--- src/common/adc_ctl_pkg.sv ---
package adc_ctl_pkg;
    localparam int AW = 12;

    // register indices; the byte address is four times the index
    localparam logic [9:0] IDX_CTRL   = 10'h080;
    localparam logic [9:0] IDX_LOWER  = 10'h08c;
    localparam logic [9:0] IDX_UPPER  = 10'h08e;
    localparam logic [9:0] IDX_SETPT  = 10'h090;
    localparam logic [9:0] IDX_ERR    = 10'h091;
    localparam logic [9:0] IDX_RESULT = 10'h092;
    localparam logic [9:0] IDX_STATUS = 10'h093;
    localparam logic [9:0] IDX_MASK   = 10'h094;

    localparam logic [AW-1:0] A_CTRL   = {IDX_CTRL, 2'b00};
    localparam logic [AW-1:0] A_LOWER  = {IDX_LOWER, 2'b00};
    localparam logic [AW-1:0] A_UPPER  = {IDX_UPPER, 2'b00};
    localparam logic [AW-1:0] A_SETPT  = {IDX_SETPT, 2'b00};
    localparam logic [AW-1:0] A_ERR    = {IDX_ERR, 2'b00};
    localparam logic [AW-1:0] A_RESULT = {IDX_RESULT, 2'b00};
    localparam logic [AW-1:0] A_STATUS = {IDX_STATUS, 2'b00};
    localparam logic [AW-1:0] A_MASK   = {IDX_MASK, 2'b00};

    // control word fields
    localparam int CTL_GO    = 0;
    localparam int CTL_SRC   = 1;
    localparam int CTL_DIV   = 2;
    localparam int CTL_DONE  = 8;
    localparam int CTL_DIE   = 9;
    localparam int CTL_PIE   = 10;
    localparam int CTL_GIE   = 11;
    localparam int CTL_TMD   = 12;
    localparam int CTL_BELOW = 15;
    localparam int CTL_ABOVE = 16;

    // status and mask fields
    localparam int STS_DONE = 0;
    localparam int STS_THR  = 1;

    // reset values
    localparam logic [15:0] UPPER_RST = 16'h0000;
    localparam logic [15:0] LOWER_RST = 16'h0000;
    localparam logic [15:0] SETPT_RST = 16'h0000;
    localparam logic [5:0]  DIV_RST   = 6'h02;
    localparam logic [1:0]  MASK_RST  = 2'h0;

    // divider selection codes and their ratios
    localparam logic [5:0] SEL_DIV6   = 6'h02;
    localparam logic [5:0] SEL_DIV8   = 6'h03;
    localparam logic [5:0] SEL_DIV16  = 6'h04;
    localparam logic [5:0] SEL_DIV128 = 6'h3f;
    localparam logic [7:0] DIV6       = 8'h06;
    localparam logic [7:0] DIV8       = 8'h08;
    localparam logic [7:0] DIV16      = 8'h10;
    localparam logic [7:0] DIV128     = 8'h80;

    // conversion bit periods per conversion
    localparam logic [4:0] CONV_TADS = 5'h0e;

    // threshold interrupt modes
    localparam logic [2:0] TMD_NEVER   = 3'h0;
    localparam logic [2:0] TMD_BELOW   = 3'h1;
    localparam logic [2:0] TMD_ABOVE   = 3'h2;
    localparam logic [2:0] TMD_OUTSIDE = 3'h3;
    localparam logic [2:0] TMD_INSIDE  = 3'h4;
    localparam logic [2:0] TMD_ALWAYS  = 3'h5;

    localparam logic [1:0] RESP_OKAY   = 2'h0;
    localparam logic [1:0] RESP_SLVERR = 2'h2;

    typedef enum logic [2:0] {
        ST_IDLE = 3'b001,
        ST_CONV = 3'b010,
        ST_DONE = 3'b100
    } conv_st_t;

    typedef struct packed {
        logic          awvalid;
        logic [AW-1:0] awaddr;
        logic          wvalid;
        logic [31:0]   wdata;
        logic [3:0]    wstrb;
        logic          bready;
        logic          arvalid;
        logic [AW-1:0] araddr;
        logic          rready;
    } axil_req_t;

    typedef struct packed {
        logic        awready;
        logic        wready;
        logic        bvalid;
        logic [1:0]  bresp;
        logic        arready;
        logic        rvalid;
        logic [31:0] rdata;
        logic [1:0]  rresp;
    } axil_rsp_t;
endpackage : adc_ctl_pkg

--- src/logic/adc_ctl.sv ---
module adc_ctl (
    // clock and reset
    input  wire logic                   aclk,
    input  wire logic                   aresetn,
    // register bus
    input  wire adc_ctl_pkg::axil_req_t axi_req,
    output adc_ctl_pkg::axil_rsp_t      axi_rsp,
    // analog front end
    input  wire logic [11:0]            afe_sample,
    input  wire logic                   rc_osc,
    output logic                        afe_busy,
    // core sleep and interrupt lines
    input  wire logic                   sleep,
    output logic                        irq,
    output logic                        periph_irq,
    output logic                        wake,
    output logic                        isr_req
);
    import adc_ctl_pkg::*;

    typedef struct packed {
        conv_st_t           st;
        logic [4:0]         tad_cnt;
        logic [11:0]        result;
        logic signed [15:0] err;
        logic [15:0]        upper;
        logic [15:0]        lower;
        logic [15:0]        setpt;
        logic               src_rc;
        logic [5:0]         div_sel;
        logic               done_flag;
        logic               die;
        logic               pie;
        logic               global_irq_en;
        logic [2:0]         threshold_irq_mode;
        logic               below;
        logic               above;
        logic [1:0]         sts;
        logic [1:0]         mask;
        logic               sleep_d;
        logic               aw_got;
        logic               w_got;
        logic [AW-1:0]      awaddr;
        logic [31:0]        wdata;
        logic [3:0]         wstrb;
        logic               bvalid;
        logic [1:0]         bresp;
        logic               rvalid;
        logic [31:0]        rdata;
        logic [1:0]         rresp;
    } ctl_st_t;

    ctl_st_t            s_r;
    ctl_st_t            s_nxt;
    logic               tick;
    logic               run;
    logic               go;
    logic               wr_now;
    logic               done_clr;
    logic               rd_clr;
    logic [31:0]        ctrl_word;
    logic [31:0]        w;
    logic signed [15:0] err_new;
    logic               below_new;
    logic               above_new;

    function automatic logic [31:0] merge(input logic [31:0] old,
                                          input logic [31:0] nw,
                                          input logic [3:0]  strb);
        logic [31:0] r;
        r = old;
        for (int i = 0; i < 4; i++) begin
            if (strb[i]) begin
                r[i*8 +: 8] = nw[i*8 +: 8];
            end
        end
        return r;
    endfunction : merge

    function automatic logic thr_hit(input logic [2:0] mode,
                                     input logic       lo,
                                     input logic       hi);
        case (mode)
            TMD_BELOW:   return lo;
            TMD_ABOVE:   return hi;
            TMD_OUTSIDE: return lo | hi;
            TMD_INSIDE:  return ~(lo | hi);
            TMD_ALWAYS:  return 1'b1;
            default:     return 1'b0;
        endcase
    endfunction : thr_hit

    // the source oscillator stops in sleep, so only the rc clock advances
    assign run = (s_r.st == ST_CONV) && !(sleep && !s_r.src_rc);

    conv_clk_gen u_clk (
        .aclk    (aclk),
        .aresetn (aresetn),
        .rc_osc  (rc_osc),
        .src_rc  (s_r.src_rc),
        .div_sel (s_r.div_sel),
        .run     (run),
        .tick    (tick)
    );

    assign ctrl_word = {15'h0000, s_r.above, s_r.below, s_r.threshold_irq_mode, s_r.global_irq_en, s_r.pie,
                        s_r.die, s_r.done_flag, s_r.div_sel, s_r.src_rc,
                        s_r.st != ST_IDLE};

    assign err_new   = 16'($signed({4'h0, s_r.result}) - $signed(s_r.setpt));
    assign below_new = err_new < $signed(s_r.lower);
    assign above_new = err_new > $signed(s_r.upper);

    assign wr_now = s_r.aw_got && s_r.w_got && !s_r.bvalid;
    assign w      = merge(ctrl_word, s_r.wdata, s_r.wstrb);

    always_comb begin
        s_nxt = s_r;
        go = 1'b0;
        done_clr = 1'b0;
        rd_clr = 1'b0;
        s_nxt.sleep_d = sleep;

        // address and data are taken in either order, then written together
        if (axi_req.awvalid && !s_r.aw_got) begin
            s_nxt.aw_got = 1'b1;
            s_nxt.awaddr = axi_req.awaddr;
        end
        if (axi_req.wvalid && !s_r.w_got) begin
            s_nxt.w_got = 1'b1;
            s_nxt.wdata = axi_req.wdata;
            s_nxt.wstrb = axi_req.wstrb;
        end
        if (s_r.bvalid && axi_req.bready) begin
            s_nxt.bvalid = 1'b0;
        end

        if (wr_now) begin
            s_nxt.aw_got = 1'b0;
            s_nxt.w_got = 1'b0;
            s_nxt.bvalid = 1'b1;
            s_nxt.bresp = RESP_OKAY;
            case (s_r.awaddr)
                A_CTRL: begin
                    s_nxt.src_rc = w[CTL_SRC];
                    s_nxt.div_sel = w[CTL_DIV +: 6];
                    s_nxt.die = w[CTL_DIE];
                    s_nxt.pie = w[CTL_PIE];
                    s_nxt.global_irq_en = w[CTL_GIE];
                    s_nxt.threshold_irq_mode = w[CTL_TMD +: 3];
                    go = s_r.wstrb[0] && s_r.wdata[CTL_GO];
                    // writing one leaves the flag alone
                    done_clr = s_r.wstrb[1] && !s_r.wdata[CTL_DONE];
                end
                A_LOWER: begin
                    s_nxt.lower = 16'(merge({16'h0000, s_r.lower}, s_r.wdata, s_r.wstrb));
                end
                A_UPPER: begin
                    s_nxt.upper = 16'(merge({16'h0000, s_r.upper},
                                            s_r.wdata, s_r.wstrb));
                end
                A_SETPT: begin
                    s_nxt.setpt = 16'(merge({16'h0000, s_r.setpt}, s_r.wdata, s_r.wstrb));
                end
                A_MASK: begin
                    s_nxt.mask = s_r.wstrb[0] ? s_r.wdata[1:0] : s_r.mask;
                end
                A_ERR, A_RESULT, A_STATUS: begin
                    s_nxt.bresp = RESP_OKAY;
                end
                default: begin
                    s_nxt.bresp = RESP_SLVERR;
                end
            endcase
        end
        if (done_clr) begin
            s_nxt.done_flag = 1'b0;
        end

        if (s_r.rvalid && axi_req.rready) begin
            s_nxt.rvalid = 1'b0;
        end
        if (axi_req.arvalid && !s_r.rvalid) begin
            s_nxt.rvalid = 1'b1;
            s_nxt.rresp = RESP_OKAY;
            s_nxt.rdata = 32'h0000_0000;
            case (axi_req.araddr)
                A_CTRL:   s_nxt.rdata = ctrl_word;
                A_LOWER:  s_nxt.rdata = {16'h0000, s_r.lower};
                A_UPPER:  s_nxt.rdata = {16'h0000, s_r.upper};
                A_SETPT:  s_nxt.rdata = {16'h0000, s_r.setpt};
                A_ERR:    s_nxt.rdata = {16'h0000, s_r.err};
                A_RESULT: s_nxt.rdata = {20'h00000, s_r.result};
                A_MASK:   s_nxt.rdata = {30'h00000000, s_r.mask};
                A_STATUS: begin
                    s_nxt.rdata = {30'h00000000, s_r.sts};
                    rd_clr = 1'b1;
                end
                default:  s_nxt.rresp = RESP_SLVERR;
            endcase
        end
        if (rd_clr) begin
            s_nxt.sts = 2'b00;
        end

        // hardware sets come last so they win over a clear in the same cycle
        case (s_r.st)
            ST_IDLE: begin
                if (go) begin
                    s_nxt.st = ST_CONV;
                    s_nxt.tad_cnt = 5'h00;
                end
            end
            ST_CONV: begin
                // a tick already in flight when sleep starts must not count
                if (tick && run) begin
                    if (s_r.tad_cnt == CONV_TADS - 5'h01) begin
                        s_nxt.result = afe_sample;
                        s_nxt.st = ST_DONE;
                    end else begin
                        s_nxt.tad_cnt = s_r.tad_cnt + 5'h01;
                    end
                end
            end
            ST_DONE: begin
                s_nxt.done_flag = 1'b1;
                s_nxt.sts[STS_DONE] = 1'b1;
                s_nxt.err = err_new;
                s_nxt.below = below_new;
                s_nxt.above = above_new;
                if (thr_hit(s_r.threshold_irq_mode, below_new, above_new)) begin
                    s_nxt.sts[STS_THR] = 1'b1;
                end
                s_nxt.st = ST_IDLE;
            end
            default: begin
                s_nxt.st = ST_IDLE;
            end
        endcase
    end

    always_ff @(posedge aclk) begin
        if (!aresetn) begin
            s_r <= '0;
            s_r.st <= ST_IDLE;
            s_r.upper <= UPPER_RST;
            s_r.lower <= LOWER_RST;
            s_r.setpt <= SETPT_RST;
            s_r.div_sel <= DIV_RST;
            s_r.mask <= MASK_RST;
        end else begin
            s_r <= s_nxt;
        end
    end

    assign axi_rsp.awready = !s_r.aw_got;
    assign axi_rsp.wready  = !s_r.w_got;
    assign axi_rsp.bvalid  = s_r.bvalid;
    assign axi_rsp.bresp   = s_r.bresp;
    assign axi_rsp.arready = !s_r.rvalid;
    assign axi_rsp.rvalid  = s_r.rvalid;
    assign axi_rsp.rdata   = s_r.rdata;
    assign axi_rsp.rresp   = s_r.rresp;

    assign afe_busy   = s_r.st == ST_CONV;
    assign irq        = |(s_r.sts & s_r.mask);
    assign periph_irq = s_r.done_flag && s_r.die;
    // waking needs the peripheral enable as well, as software is told
    assign wake       = sleep && periph_irq && s_r.pie;
    // first cycle out of sleep is left to the next instruction
    assign isr_req    = periph_irq && s_r.pie && s_r.global_irq_en && !sleep && !s_r.sleep_d;
endmodule : adc_ctl

--- src/logic/conv_clk_gen.sv ---
module conv_clk_gen (
    // clock and reset
    input  wire logic       aclk,
    input  wire logic       aresetn,
    // dedicated oscillator pin
    input  wire logic       rc_osc,
    // source and divider choice
    input  wire logic       src_rc,
    input  wire logic [5:0] div_sel,
    input  wire logic       run,
    // conversion clock, one pulse per bit period
    output logic            tick
);
    import adc_ctl_pkg::*;

    typedef struct packed {
        logic       s1;
        logic       s2;
        logic       s3;
        logic [7:0] cnt;
        logic       tick;
    } gen_st_t;

    gen_st_t    s_r;
    gen_st_t    s_nxt;
    logic [7:0] div_n;

    function automatic logic [7:0] div_count(input logic [5:0] sel);
        case (sel)
            SEL_DIV6:   return DIV6;
            SEL_DIV8:   return DIV8;
            SEL_DIV16:  return DIV16;
            SEL_DIV128: return DIV128;
            // unlisted codes fall back to the slowest, always legal ratio
            default:    return DIV128;
        endcase
    endfunction : div_count

    assign div_n = div_count(div_sel);
    assign tick  = s_r.tick;

    always_comb begin
        s_nxt = s_r;
        s_nxt.s1 = rc_osc;
        s_nxt.s2 = s_r.s1;
        s_nxt.s3 = s_r.s2;
        s_nxt.tick = 1'b0;
        if (!run) begin
            s_nxt.cnt = 8'h00;
        end else if (src_rc) begin
            s_nxt.cnt = 8'h00;
            s_nxt.tick = s_r.s2 & ~s_r.s3;
        end else if (s_r.cnt >= div_n - 8'h01) begin
            // >= so a smaller ratio written mid-count cannot run away
            s_nxt.cnt = 8'h00;
            s_nxt.tick = 1'b1;
        end else begin
            s_nxt.cnt = s_r.cnt + 8'h01;
        end
    end

    always_ff @(posedge aclk) begin
        if (!aresetn) begin
            s_r <= '0;
        end else begin
            s_r <= s_nxt;
        end
    end
endmodule : conv_clk_gen

--- config.mk ---
export PLATFORM = sky130hd
export DESIGN_NAME = adc_ctl
export DESIGN_NICKNAME = d
export VERILOG_FILES = /design/src/common/adc_ctl_pkg.sv /design/src/logic/adc_ctl.sv /design/src/logic/conv_clk_gen.sv
export SDC_FILE = /design/constraint.sdc
export NUM_CORES = 1
export LEC_CHECK = 0
export BUFFER_PORTS_ARGS = -buffer_cell sky130_fd_sc_hd__buf_2
export CAP_MARGIN = 20
export CORE_MARGIN = 2
export CORE_UTILIZATION = 40
export CTS_CLUSTER_SIZE = 24
export DETAILED_ROUTE_END_ITERATION = 16
export PLACE_DENSITY = 0.7
export SYNTH_ARGS = -nofsm -noshare
export SYNTH_HDL_FRONTEND = slang
export SYNTH_HIERARCHICAL = 1
export SYNTH_SLANG_ARGS = --single-unit
--- constraint.sdc ---
create_clock -name aclk -period 4.5 [get_ports aclk]
set_clock_uncertainty 0.05 [all_clocks]
set_input_delay 0.675 -clock aclk [delete_from_list [all_inputs] [get_ports aclk]]
set_output_delay 0.675 -clock aclk [all_outputs]
set_load 0.01 [all_outputs]
==> results.json <==
{
  "run_status": "completed",
  "seqCellArea_um2": 3400,
  "crit_path_max_fanout": 3,
  "synth_common_cells": "170 x dfxtp_1, 120 x nor2_1, 116 x nand2_1",
  "startpoint": "s_r[110]",
  "finalCritPeriodShare": 0.943,
  "netlist.area_leader.share": 0.370,
  "yosys.area_share.simple": 0.210,
  "drc": 0,
  "crit_buf_inv": 1,
  "drt-initial-drc-count": 559,
  "r2r-start": "s_r[110]",
  "placed_area_um2": 9680,
  "cts_root_buf": "clkbuf_16",
  "path_delay_family": "compound AO/OA/AOI/OAI gates",
  "port_buffers": 91,
  "yosysSeqAreaShare": 0.370,
  "place_hpwl_um": 17400,
  "slowest_stage": "or4b_4",
  "overflow": 0,
  "antenna_found_initial": 0,
  "synth_xor_xnor_area_share": 0.0105,
  "crit_chain": "inv_1, ha_1, nor2b_1, o31a_1, o41a_1, a311o_1, o311ai_2, xor2_1, ha_1, a21o_1, a2bb2oi_1, nand3_1, or4b_4, a211o_1, a31oi_1",
  "synth_cell_types": 79,
  "power_leakage_uw": 0.00453,
  "finalInstanceArea_um2": 10300,
  "ant_nets": 0,
  "fin_nets": 1258,
  "cts.sinks": 170,
  "syn2layout_area_growth_pct": 11.6,
  "synth_mux_area_frac": 0.0983,
  "postRouteWirelength_um": 23900,
  "yosys-top-cells-area": "dfxtp_1 37%, mux2i_1 9.6%, ha_1 7.5%, nor2_1 4.9%, nand2_1 4.7%",
  "avgRoutedWirePerCell_um": 16.9,
  "async_flop_share": 0,
  "drive_gt1_frac": 0.149,
  "netlist_area_um2": 9190,
  "synth-adder-area-share": 0.0770,
  "cts_max_level": 4,
  "diodes": 0,
  "first_pass_iters": 5,
  "synth_compound_area_frac": 0.156,
  "crit_path_start_kind": "register",
  "hold_viol": 0,
  "cp.required_ns": 4.80,
  "vias_per_cell": 5.44,
  "worstSkewPairLatency_ns": 0.43,
  "worstHoldPathType": "in2reg",
  "cp.arrival_ns": 4.55,
  "yosysWarnings": 6,
  "vias": 7720,
  "cp_slowest_stage_delay_ns": 0.55,
  "max_cap_violations": 0,
  "clock_path_buffers": 2,
  "grt_pass1_wl_um": 38100,
  "place.gp.congestion": 0.882,
  "synth_area_leader_cell": "dfxtp_1",
  "cellPowerDensity_nw_per_um2": 301,
  "finalCriticalPeriod_ns": 4.24,
  "numCtsBuffers": 17,
  "grtUsageTotal": 0.199,
  "yosysMostFrequentCell": "dfxtp_1",
  "synth-main-ff-cell": "dfxtp_1",
  "grt_max_degree": 90,
  "tightest_slew_ns": 0.968,
  "synth_top_family_by_area": "simple AND/OR/NAND/NOR gates",
  "setup_viol": 0,
  "path_clk_slew_ns": 0.07,
  "initial_core_util": 0.407,
  "cpMostUsedCell": "ha_1",
  "end_kind": "register",
  "maxSlewViolCount": 0,
  "synthCells": 1065,
  "crit_type": "reg2reg",
  "core_area_um2": 22600,
  "total_power_uw": 3090,
  "fillCellCount": 2243,
  "ir_drop_mv": 0.207,
  "std_cell_rows": 55,
  "pin_count": 127,
  "multiInputGateArea_um2": 5150,
  "die_area_um2": 24200,
  "max_freq_ghz": 0.236,
  "grt_pass1_vias": 7245,
  "syn_area_per_cell_um2": 8.63,
  "cts_tree": "done",
  "maxSlewHeadroom": 0.354,
  "synth_edf_count": 0,
  "synth_seq_cells": 170,
  "fp.dieW_um": 156,
  "cts_hold_buf": 0,
  "die_y_um": 156,
  "min_from": "axi_req[0]"
}
final cells by class:
type	count	area share
clock inverters	9	0.00634
repair buffers	104	0.0543
inverters	64	0.0237
flip-flops and latches	170	0.332
well taps	285	0.0347
multi-input cells	764	0.502
clock buffers	23	0.0475
where the power goes:
part	switching [uW]	total, uW	internal (uW)
combinational	97.6	152	54.5
clock	615	1380	767
sequential	27.2	1550	1530
cell usage in the layout, fill, tap and decap left out, types with 5 or more instances in the layout:
master and instances:
dfxtp_1 170, nor2_1 120, nand2_1 116, buf_2 91, mux2i_1 88, inv_1 63, a21oi_1 63, ha_1 55
o21ai_0 26, nand3_1 20, conb_1 18, a22o_1 17, clkbuf_16 17, nor3_1 16, nand2b_1 15, or3_1 13
a22oi_1 13, and2_1 12, buf_4 12, a211oi_1 10, nor2b_1 9, a31oi_1 8, nand4_1 8, o2111ai_1 8
xor2_1 7, o21a_1 6, or2_2 6, nor4_1 6, a221oi_1 5
per-stage QoR:
stage / TNS, ns / cells / hold WS (ns) / setup WS, ns / util
floorplan: 0 / 1081 / 0.362 / 0.276 / -
detailed placement: 0 / 1385 / 0.385 / 0.0960 / 0.429
finish: 0 / 1419 / 0.373 / 0.258 / 0.455
CTS: 0 / 1417 / 0.358 / 0.0752 / 0.453
global placement: 0 / 1385 / 0.376 / 0.189 / 0.429
global route: -0.00681 / 1419 / 0.376 / -0.00681 / 0.455
worst reg2reg max path, delay by kind of cell (launching register included):
family | cells | cell delay, ns
compound gates | 8 | 2.04
xor+xnor | 1 | 0.29
fa+ha+maj | 2 | 0.57
buf+inv | 1 | 0.05
flops | 1 | 0.33
simple gates | 3 | 0.83
logic make-up after synthesis:
| logic type | after synthesis |
|---|---|
| other cells | 2 |
| flops | 170 |
| mux | 90 |
| buf+inv | 147 |
| fa+ha+maj | 56 |
| compound gates | 208 |
| simple gates | 381 |
| xor+xnor | 11 |
final timing paths:
check,endpoint,depth (start not counted),slack [ns]
worst max register to register,s_r[92],15,0.26
worst max-delay path,s_r[92],15,0.26
worst min register to register,s_r[85],2,0.40
worst min-delay path,axi_rsp[34],2,0.37
routing by layer:
| layer | vias up | GRT usage | routed length [um] |
|---|---|---|---|
| met4 | 0 | 0.0607 | 459 |
| met3 | 33 | 0.0314 | 1060 |
| li1 | 3830 | - | - |
| met5 | - | 0 | 0 |
| met2 | 205 | 0.334 | 11300 |
| met1 | 3652 | 0.263 | 11100 |
sequential cells by signal (all words and copies together) (netlist names):
name         count
ctrl_word       16
u_clk/s_r        9
u_clk/s_nxt      2
axi_rsp         21
u_clk/tick       1
s_r            121
timing repair:
| action | CTS | global route |
|---|---|---|
| resized for setup | 0 | 2 |
| setup buffers | 0 | 1 |
| endpoints found under the setup margin | 0 | 2 |
| hold endpoints to repair | 0 | 0 |
No activity file was read; power rests on OpenSTA's default activity.
